<file path="config.mk">
export PLATFORM = sky130hd
export DESIGN_NAME = dsif_filter
export DESIGN_NICKNAME = d
export VERILOG_FILES = /design/src/include/dsif_pkg.sv /design/src/logic/dsif_filter.sv
export SDC_FILE = /design/constraint.sdc
export NUM_CORES = 1
export LEC_CHECK = 0
export ABC_AREA = 1
export BUFFER_PORTS_ARGS = -buffer_cell sky130_fd_sc_hd__buf_2
export CAP_MARGIN = 10
export CORE_MARGIN = 5
export CORE_UTILIZATION = 55
export DETAILED_ROUTE_END_ITERATION = 8
export HOLD_SLACK_MARGIN = 0.1
export PLACE_DENSITY = 0.74
export SYNTH_ARGS = -nofsm -noshare
export SYNTH_HDL_FRONTEND = slang
export SYNTH_SLANG_ARGS = --single-unit
</file>
<file path="constraint.sdc">
create_clock -name mclk -period 5 [get_ports mclk]
set_clock_uncertainty 0.2 [all_clocks]
set_input_delay 0.5 -clock mclk [delete_from_list [all_inputs] [get_ports mclk]]
set_output_delay 0.5 -clock mclk [all_outputs]
set_load 0.05 [all_outputs]
</file>
<file path="src/include/dsif_pkg.sv">
`default_nettype none
package dsif_pkg;
	// Clock rate and counter width
	localparam int CLK_KHZ = 10000;
	localparam int CNT_W = 20;
	localparam int MON_W = CNT_W + 3;
	// Monitoring window is this many tolerance times
	localparam int MON_MULT = 5;
	// Test pulse lengths of a driving fail-safe output, in microseconds
	localparam int BRIGHT_TEST_US = 1000;
	localparam int DARK_TEST_US = 4000;
	localparam int BRIGHT_TEST_CYC = (BRIGHT_TEST_US * CLK_KHZ) / 1000;
	localparam int DARK_TEST_CYC = (DARK_TEST_US * CLK_KHZ) / 1000;
	// Reset values of the times, in microseconds and cycles
	localparam int DISC_TOL_RST_US = 500;
	localparam int DISC_TOL_RST_CYC = (DISC_TOL_RST_US * CLK_KHZ + 999) / 1000;
	localparam int SAFE_DEB_RST_CYC = DARK_TEST_CYC + BRIGHT_TEST_CYC;
	localparam int STD_DEB_RST_CYC = BRIGHT_TEST_CYC;
	// Register byte offsets
	localparam logic [7:0] CTRL_OFS = 8'h00;
	localparam logic [7:0] TOL_OFS = 8'h04;
	localparam logic [7:0] SDEB_OFS = 8'h08;
	localparam logic [7:0] STDDEB_OFS = 8'h0c;
	localparam logic [7:0] STATE_OFS = 8'h10;
	localparam logic [7:0] IRQ_STAT_OFS = 8'h14;
	localparam logic [7:0] IRQ_MASK_OFS = 8'h18;
	// Reset values
	localparam logic CTRL_BASIC_RST = 1'b1;
	localparam logic CTRL_FORCE_RST = 1'b1;
	localparam logic [2:0] IRQ_MASK_RST = 3'h0;
	// Interrupt event bit positions
	localparam int EV_DISC = 0;
	localparam int EV_STAB = 1;
	localparam int EV_SEL = 2;
	localparam int EV_N = 3;
	// AHB transfer type with an active bit
	localparam int HTRANS_ACT_BIT = 1;

	// Software control bits
	typedef struct packed {
		logic fault_forces_off;
		logic basic_mode;
	} dsif_ctrl_s;

	// Live state shown to software
	typedef struct packed {
		logic std_filt;
		logic stab_fault;
		logic disc_fault;
		logic off_select;
		logic consistent;
		logic [1:0] pair_filt;
		logic [1:0] pair_sync;
	} dsif_state_s;

	// Stability monitor states
	typedef enum logic [0:0] {
		MON_IDLE,
		MON_RUN
	} dsif_mon_e;
endpackage : dsif_pkg
`default_nettype wire

</file>
<file path="src/logic/dsif_filter.sv">
// Operation
// - Pair consistent only when both channels equal
// - Short disagreement within tolerance raises nothing
// - Disagreement beyond tolerance signals wiring fault
// - Either channel falling selects torque-off at once
// - Nonzero debounce ignores changes shorter than it
// - Zero debounce follows every level change immediately
// - A pair change while idle starts five-tolerance monitoring timer
// - Stable means level held one tolerance before expiry
// - Basic mode faults when stability check fails
// - Standard and safe debounce settings stay independent
//
// Chosen here: the AHB-Lite register port and the register addresses.
`default_nettype none
module dsif_filter
	import dsif_pkg::*;
#(
	parameter logic [CNT_W-1:0] TOL_RESET = CNT_W'(DISC_TOL_RST_CYC),
	parameter logic [CNT_W-1:0] SAFE_DEB_RESET = CNT_W'(SAFE_DEB_RST_CYC),
	parameter logic [CNT_W-1:0] STD_DEB_RESET = CNT_W'(STD_DEB_RST_CYC)
) (
	// Clock and reset
	input wire logic mclk,
	input wire logic rst_b,
	// AHB-Lite slave
	input wire logic hsel,
	input wire logic [31:0] haddr,
	input wire logic [1:0] htrans,
	input wire logic hwrite,
	input wire logic [2:0] hsize,
	input wire logic [31:0] hwdata,
	input wire logic hready,
	output logic hreadyout,
	output logic hresp,
	output logic [31:0] hrdata,
	// Fail-safe input pair and one standard input
	input wire logic [1:0] fail_safe_input_pair,
	input wire logic std_in,
	// Results
	output logic safe_torque_off,
	output logic discrepancy_fault,
	output logic stability_fault,
	output logic std_in_filt,
	output logic irq
);
	// Configuration registers
	dsif_ctrl_s ctrl_reg;
	logic [CNT_W-1:0] discrepancy_tolerance_time_reg;
	logic [CNT_W-1:0] safe_input_debounce_time_reg;
	logic [CNT_W-1:0] standard_input_debounce_time_reg;
	logic [EV_N-1:0] irq_stat_reg;
	logic [EV_N-1:0] irq_mask_reg;
	// Bus data phase capture
	logic wr_pend_reg;
	logic [7:0] wr_addr_reg;
	logic [31:0] hrdata_reg;
	// Synchroniser stages
	logic [1:0] pair_meta_reg;
	logic [1:0] pair_sync_reg;
	logic [1:0] std_meta_reg;
	// Debounced pair and its counters
	logic [1:0] pair_filt_reg;
	logic [CNT_W-1:0] deb_cnt_reg [2];
	// Standard input debounce
	logic std_filt_reg;
	logic [CNT_W-1:0] std_cnt_reg;
	// Discrepancy tracking
	logic [CNT_W-1:0] disc_cnt_reg;
	logic disc_fault_reg;
	// Stability monitor
	dsif_mon_e mon_state_reg;
	logic [MON_W-1:0] mon_cnt_reg;
	logic [CNT_W-1:0] hold_cnt_reg;
	logic stab_fault_reg;
	logic torque_off_prev_reg;
	// Combinational helpers
	logic addr_phase;
	logic consistent;
	logic [MON_W-1:0] mon_lim;
	logic [EV_N-1:0] events;
	dsif_state_s state;

	// Register read mux, shared by the read capture
	function automatic logic [31:0] rd_mux(input logic [7:0] a, input dsif_state_s s);
		if (a == CTRL_OFS) begin
			return {30'h0, ctrl_reg};
		end else if (a == TOL_OFS) begin
			return 32'(discrepancy_tolerance_time_reg);
		end else if (a == SDEB_OFS) begin
			return 32'(safe_input_debounce_time_reg);
		end else if (a == STDDEB_OFS) begin
			return 32'(standard_input_debounce_time_reg);
		end else if (a == STATE_OFS) begin
			return 32'(s);
		end else if (a == IRQ_STAT_OFS) begin
			return 32'(irq_stat_reg);
		end else if (a == IRQ_MASK_OFS) begin
			return 32'(irq_mask_reg);
		end else begin
			// Unmapped reads as zero
			return 32'h0;
		end
	endfunction : rd_mux

	// Zero wait states, always OKAY
	assign hreadyout = 1'b1;
	assign hresp = 1'b0;
	assign hrdata = hrdata_reg;
	assign addr_phase = hsel && htrans[HTRANS_ACT_BIT] && hready;

	// Address phase capture; read data is prepared for the data phase
	always_ff @(posedge mclk or negedge rst_b) begin
		if (!rst_b) begin
			wr_pend_reg <= 1'b0;
			wr_addr_reg <= 8'h00;
			hrdata_reg <= 32'h0;
		end else begin
			wr_pend_reg <= addr_phase && hwrite;
			if (addr_phase) begin
				wr_addr_reg <= haddr[7:0];
			end
			if (addr_phase && !hwrite) begin
				hrdata_reg <= rd_mux(haddr[7:0], state);
			end
		end
	end

	// Software writes in the data phase; hsize is ignored, whole words only
	always_ff @(posedge mclk or negedge rst_b) begin
		if (!rst_b) begin
			ctrl_reg <= '{fault_forces_off: CTRL_FORCE_RST, basic_mode: CTRL_BASIC_RST};
			discrepancy_tolerance_time_reg <= TOL_RESET;
			safe_input_debounce_time_reg <= SAFE_DEB_RESET;
			standard_input_debounce_time_reg <= STD_DEB_RESET;
			irq_mask_reg <= IRQ_MASK_RST;
		end else if (wr_pend_reg) begin
			if (wr_addr_reg == CTRL_OFS) begin
				ctrl_reg <= hwdata[1:0];
			end else if (wr_addr_reg == TOL_OFS) begin
				discrepancy_tolerance_time_reg <= hwdata[CNT_W-1:0];
			end else if (wr_addr_reg == SDEB_OFS) begin
				safe_input_debounce_time_reg <= hwdata[CNT_W-1:0];
			end else if (wr_addr_reg == STDDEB_OFS) begin
				standard_input_debounce_time_reg <= hwdata[CNT_W-1:0];
			end else if (wr_addr_reg == IRQ_MASK_OFS) begin
				irq_mask_reg <= hwdata[EV_N-1:0];
			end
		end
	end

	always_ff @(posedge mclk or negedge rst_b) begin
		if (!rst_b) begin
			pair_meta_reg <= 2'h0;
			pair_sync_reg <= 2'h0;
			std_meta_reg <= 2'h0;
		end else begin
			pair_meta_reg <= fail_safe_input_pair;
			pair_sync_reg <= pair_meta_reg;
			std_meta_reg <= {std_meta_reg[0], std_in};
		end
	end

	// Per-channel debounce of the safe pair
	for (genvar i = 0; i < 2; i++) begin : g_deb
		// Counts consecutive cycles that sync differs from filtered level
		always_ff @(posedge mclk or negedge rst_b) begin
			if (!rst_b) begin
				pair_filt_reg[i] <= 1'b0;
				deb_cnt_reg[i] <= '0;
			end else if (safe_input_debounce_time_reg == '0) begin
				pair_filt_reg[i] <= pair_sync_reg[i];
				deb_cnt_reg[i] <= '0;
			end else if (pair_sync_reg[i] == pair_filt_reg[i]) begin
				deb_cnt_reg[i] <= '0;
			end else if (deb_cnt_reg[i] == safe_input_debounce_time_reg - 1'b1) begin
				pair_filt_reg[i] <= pair_sync_reg[i];
				deb_cnt_reg[i] <= '0;
			end else begin
				deb_cnt_reg[i] <= deb_cnt_reg[i] + 1'b1;
			end
		end
	end

	// standard input uses only its own debounce time
	always_ff @(posedge mclk or negedge rst_b) begin
		if (!rst_b) begin
			std_filt_reg <= 1'b0;
			std_cnt_reg <= '0;
		end else if (std_meta_reg[1] == std_filt_reg) begin
			std_cnt_reg <= '0;
		end else if (std_cnt_reg >= standard_input_debounce_time_reg) begin
			std_filt_reg <= std_meta_reg[1];
			std_cnt_reg <= '0;
		end else begin
			std_cnt_reg <= std_cnt_reg + 1'b1;
		end
	end

	assign consistent = pair_filt_reg[0] == pair_filt_reg[1];
	assign mon_lim = MON_W'(discrepancy_tolerance_time_reg) * MON_W'(MON_MULT);

	// Discrepancy timer; fault is a level while the disagreement lasts
	always_ff @(posedge mclk or negedge rst_b) begin
		if (!rst_b) begin
			disc_cnt_reg <= '0;
			disc_fault_reg <= 1'b0;
		end else if (consistent) begin
			disc_cnt_reg <= '0;
			disc_fault_reg <= 1'b0;
		end else if (disc_cnt_reg >= discrepancy_tolerance_time_reg) begin
			disc_fault_reg <= 1'b1;
		end else begin
			disc_cnt_reg <= disc_cnt_reg + 1'b1;
		end
	end

	// Previous filtered pair for change detection
	logic [1:0] pair_prev_reg;
	always_ff @(posedge mclk or negedge rst_b) begin
		if (!rst_b) begin
			pair_prev_reg <= 2'h0;
		end else begin
			pair_prev_reg <= pair_filt_reg;
		end
	end

	// Stability monitor; a change while running does not restart it,
	// otherwise a chattering input could postpone the verdict forever
	always_ff @(posedge mclk or negedge rst_b) begin
		if (!rst_b) begin
			mon_state_reg <= MON_IDLE;
			mon_cnt_reg <= '0;
			hold_cnt_reg <= '0;
			stab_fault_reg <= 1'b0;
		end else begin
			case (mon_state_reg)
				MON_IDLE: begin
					if (pair_filt_reg != pair_prev_reg) begin
						mon_state_reg <= MON_RUN;
						mon_cnt_reg <= '0;
						hold_cnt_reg <= '0;
					end
				end
				MON_RUN: begin
					mon_cnt_reg <= mon_cnt_reg + 1'b1;
					if (pair_filt_reg != pair_prev_reg) begin
						hold_cnt_reg <= '0;
					end else if (hold_cnt_reg < discrepancy_tolerance_time_reg) begin
						hold_cnt_reg <= hold_cnt_reg + 1'b1;
					end
					if (hold_cnt_reg >= discrepancy_tolerance_time_reg &&
						pair_filt_reg == pair_prev_reg) begin
						mon_state_reg <= MON_IDLE;
						stab_fault_reg <= 1'b0;
					end else if (mon_cnt_reg >= mon_lim) begin
						mon_state_reg <= MON_IDLE;
						stab_fault_reg <= ctrl_reg.basic_mode;
					end
				end
				default: begin
					mon_state_reg <= MON_IDLE;
				end
			endcase
		end
	end

	// Live state word
	always_comb begin
		state.pair_sync = pair_sync_reg;
		state.pair_filt = pair_filt_reg;
		state.consistent = consistent;
		state.off_select = safe_torque_off;
		state.disc_fault = disc_fault_reg;
		state.stab_fault = stab_fault_reg;
		state.std_filt = std_filt_reg;
	end

	// any low channel selects, no tolerance delay
	assign safe_torque_off = (pair_filt_reg != 2'b11) ||
		(ctrl_reg.fault_forces_off && (disc_fault_reg || stab_fault_reg));
	assign discrepancy_fault = disc_fault_reg;
	assign stability_fault = stab_fault_reg;
	assign std_in_filt = std_filt_reg;

	// Rising edges of faults and selection form the events; selection
	// history starts high so leaving reset raises no false select event
	logic disc_prev_reg;
	logic stab_prev_reg;
	always_ff @(posedge mclk or negedge rst_b) begin
		if (!rst_b) begin
			torque_off_prev_reg <= 1'b1;
			disc_prev_reg <= 1'b0;
			stab_prev_reg <= 1'b0;
		end else begin
			torque_off_prev_reg <= safe_torque_off;
			disc_prev_reg <= disc_fault_reg;
			stab_prev_reg <= stab_fault_reg;
		end
	end
	assign events = {safe_torque_off && !torque_off_prev_reg,
		stab_fault_reg && !stab_prev_reg,
		disc_fault_reg && !disc_prev_reg};

	// Sticky status, write one to clear; a new event beats the clear
	always_ff @(posedge mclk or negedge rst_b) begin
		if (!rst_b) begin
			irq_stat_reg <= '0;
		end else if (wr_pend_reg && wr_addr_reg == IRQ_STAT_OFS) begin
			irq_stat_reg <= (irq_stat_reg & ~hwdata[EV_N-1:0]) | events;
		end else begin
			irq_stat_reg <= irq_stat_reg | events;
		end
	end
	assign irq = |(irq_stat_reg & irq_mask_reg);

	// Synchroniser depth
	a_sync_two_stage: assert property (@(posedge mclk) disable iff (!rst_b)
		$past(rst_b, 2) |-> pair_sync_reg == $past(fail_safe_input_pair, 2))
		else $error("sync depth wrong");
	// Consistent flag
	a_pair_consistent: assert property (@(posedge mclk) disable iff (!rst_b)
		pair_filt_reg[0] == pair_filt_reg[1] |=> !disc_fault_reg)
		else $error("consistency wrong");
	// No early discrepancy fault
	a_disc_not_early: assert property (@(posedge mclk) disable iff (!rst_b)
		$rose(disc_fault_reg) |-> $past(disc_cnt_reg) >= $past(discrepancy_tolerance_time_reg))
		else $error("discrepancy fault early");
	// Fault raises status bit
	a_disc_event: assert property (@(posedge mclk) disable iff (!rst_b)
		$rose(disc_fault_reg) |=> irq_stat_reg[EV_DISC])
		else $error("discrepancy event lost");
	// Immediate selection
	a_sel_no_delay: assert property (@(posedge mclk) disable iff (!rst_b)
		($fell(pair_filt_reg[0]) || $fell(pair_filt_reg[1])) |-> safe_torque_off)
		else $error("selection delayed");
	// Debounce full time
	a_deb_full_time: assert property (@(posedge mclk) disable iff (!rst_b)
		$changed(pair_filt_reg[0]) && $past(safe_input_debounce_time_reg) != '0 |->
		$past(deb_cnt_reg[0]) == $past(safe_input_debounce_time_reg) - 1'b1)
		else $error("debounce too short");
	// Zero debounce follows
	a_deb_bypass: assert property (@(posedge mclk) disable iff (!rst_b)
		$past(safe_input_debounce_time_reg) == '0 |-> pair_filt_reg == $past(pair_sync_reg))
		else $error("bypass lag");
	// Monitor bounded
	a_mon_bound: assert property (@(posedge mclk) disable iff (!rst_b)
		mon_state_reg == MON_RUN |-> mon_cnt_reg <= mon_lim)
		else $error("monitor overran");
	// Fault only at expiry
	a_stab_expiry: assert property (@(posedge mclk) disable iff (!rst_b)
		$rose(stab_fault_reg) |-> $past(mon_cnt_reg) >= $past(mon_lim) && $past(ctrl_reg.basic_mode))
		else $error("stability fault wrong");
endmodule : dsif_filter
`default_nettype wire

</file>
==> summary.txt <==
Max Slew Vio Count = 0
die height = 181 um
Hold Path Sink = safe_input_debounce_time_reg[7]
Yosys warnings = 0
post-synthesis sequential area ratio = 37.0%
total power = 6.24 mW
critical path type = reg -> reg
ranking of synthesized cells by area = dfrtp_1, ha_1, nand2_1
dpl ws = 0.799 ns
Die X = 181 um
critical path endpoint category = flip-flop
Starting Density = 55.9%
first-pass GRT wire length = 73400 um
max reg flops = 40
#FFs+latches synth = 237
Hold Crit Start = hwdata[7]
setup tns final = 0 ns
Worst Setup Slack, final = 0.759 ns
CTS root buf = clkbuf_16
Fillers = 2553
initial antenna violation count = 0
number of distinct library cells after synthesis = 55
htree depth = 1
RSZ-0062 raised after global routing = false
Reg clk slew, reported paths = 0.06 ns
pwr dens = 346 nW/um^2
Total GRT Usage = 27.3%
status = complete, no violations
fin crit period = 4.24 ns
Die Area = 32700 sq um
Hold Fails Final Rpt = 0
Slowest-stage cell, CP = dfstp_2
crit path max fanout = 5
nets@finish = 2398
Critical Path Start Type = flip-flop
dominant cell type by area after synthesis = dfrtp_1
Via density = 5.74
Post-Route WL = 46200 um
setup slack, reg-to-reg = 0.76 ns
vias = 14900
largest net degree at the start of global routing = 127
Remaining DRCs = 0
DR iter-0 viols = 1390
Worst Tran Pin Value = 1.12 ns
Post-synth EDFFs = 0
Peak Freq = 0.236 GHz
IO Port Bufs = 61
share of layout cells above drive strength 1 = 8.31%
Wirelength per Cell = 17.8 um
CTS Buf Count = 28
CTS tree = built
vias in the first global route = 14100
Site Rows = 62
Yosys top cell area share = 33.9%
Final GP Congestion = 0.926
Cells after Synth = 2110
CTS Buffer Depth = 3
DP HPWL = 34700 um
maximum VDD drop = 0.291 mV
Critical Path RT = 5.24 ns
final setup violation count = 0
syn_area_per_cell = 7.62 sq um
number of clock sinks = 237
clock latency on the worst-skew pair = 0.56 ns
GR Overflow Total = 0
ys async rst share = 100%
worst hold stages = 3
reg2reg start = discrepancy_tolerance_time_reg[3]
Critical Path Most Common Cell = nand2_1
Max stage delay on crit path = 0.61 ns
FF-to-FF path depth = 29
dominant synthesized flop cell = dfrtp_1
DR pass1 iterations = 7
Max-Slew Margin vs Limit = 24.9%
Area Overhead vs Synth = 12.2%
maxcap violations = 0
Hold Path Class = in -> reg
Leak Pwr = 9.14 nW
final antenna-violating net count = 0
floorplan core area = 28800 sq um
post-cts resize count = 0
antenna cells = 0
top-level I/O count = 116
Worst R2R End = stability_fault
Cell Area, Synth = 16100 sq um
Final Cycle Share = 84.8%
crit path DAT = 4.48 ns
## power by group
part           leakage, nW  switching, mW  internal [mW]  total (mW)
Combinational         5.67           1.12          0.665        1.79
Sequential            2.97          0.134           2.03        2.16
Clock                0.512          0.872           1.42        2.30
## per-layer routing
layer,up-vias,GRT usage [%],part of all wire [%]
li1,7228,-,-
met1,7089,39.8,46
met2,546,41.9,43
met3,59,6.05,8.5
met4,0,6.42,2.2
met5,-,0,0
## cell families after synthesis
group / synth area share (%)
DFF: 37.0
other: 0.0467
adders and majority gates: 10.1
AOI/OAI and AO/OA: 10.5
xor gates and xnor gates: 5.24
and+or+nand+nor: 28.5
muxes: 0.311
buffers and inverters: 8.25
## worst max-delay path by stage
| stage | startpoint | endpoint | slack (ns) | cells after the start |
|---|---|---|---|---|
| global route | discrepancy_tolerance_time_reg[3] | stability_fault | 0.42 | 29 |
| detailed placement | discrepancy_tolerance_time_reg[3] | stability_fault | 0.80 | 29 |
| global placement | discrepancy_tolerance_time_reg[3] | stability_fault | 0.94 | 29 |
| CTS | discrepancy_tolerance_time_reg[3] | stability_fault | 0.79 | 29 |
| finish | discrepancy_tolerance_time_reg[3] | stability_fault | 0.76 | 29 |
| floorplan | discrepancy_tolerance_time_reg[1] | stability_fault | 1.39 | 29 |
## layout by cell type, fill, tap and decap left out, types with 5 or more instances in the layout
cell           netlist  layout
a21oi_1             88      88
buf_2                1      60
buf_4               14      11
bufinv_16            0       6
clkbuf_16            0      29
clkinv_2             0       7
conb_1               2      14
dfrtp_1            218     218
dfstp_2             19      19
dlygate4sd3_1        0      29
ha_1               128     128
inv_1              265     265
mux2i_1              5       5
nand2_1            426     426
nand2_2             11      11
nand3_1            190     190
nand3b_1            22      22
nand4_1             59      59
nor2_1             141     141
nor2_2               9       9
nor2_4               6       6
nor3_1             103     103
nor4_1              18      18
o211ai_1             5       5
o21ai_0            155     155
o221ai_1             5       5
o22ai_1             24      24
or2_2                8       8
xnor2_1             24      24
xor2_1              67      67
## Yosys cell counts (6+ instances only)
library cell and number:
nand3_1 190, nand3b_1 22, clkbuf_1 41, or2_2 8, nor2_1 141, nor2_4 6, a21oi_1 88, nor4_1 18
xnor2_1 24, nand2_1 426, dfrtp_1 218, nand2_2 11, nand4_1 59, o22ai_1 24, ha_1 128, nor2_2 9
xor2_1 67, nor3_1 103, inv_1 265, dfstp_2 19, buf_4 14, o21ai_0 155
## area by class of cell
cell class                 instances  area [sq um]  area share (%)
clock buffer                      33           781            4.33
clock inverter                    19           264            1.46
inverter                         269          1010            5.60
multi-input combinational       1554          8840            49.0
sequential                       237          5950            33.0
tap                              384           480            2.66
timing repair buffer             102           708            3.93
## critical path: cells and delay by family, from the launching register on
kind / cells / cell delay [ns]
compound gates: 1 / 0.09
xor+xnor: 1 / 0.15
fa+ha+maj: 4 / 1.10
buf+inv: 2 / 0.20
flops: 1 / 0.61
simple gates: 21 / 1.78
## stage by stage
step / cells / util, % / instance area, sq um / hold WS, ns
floorplan: 2122 / - / 16100 / 0.00441
global placement: 2517 / 58.0 / 16700 / 0.134
detailed placement: 2517 / 58.0 / 16700 / 0.138
CTS: 2598 / 62.7 / 18000 / 0.102
global route: 2598 / 62.7 / 18000 / 0.145
finish: 2598 / 62.7 / 18000 / 0.118
## repair_timing
action,CTS,global route
hold buffers,29,0
endpoints found under the hold margin,115,0
buffers inserted,0,0
No activity file was read; power rests on OpenSTA's default activity.
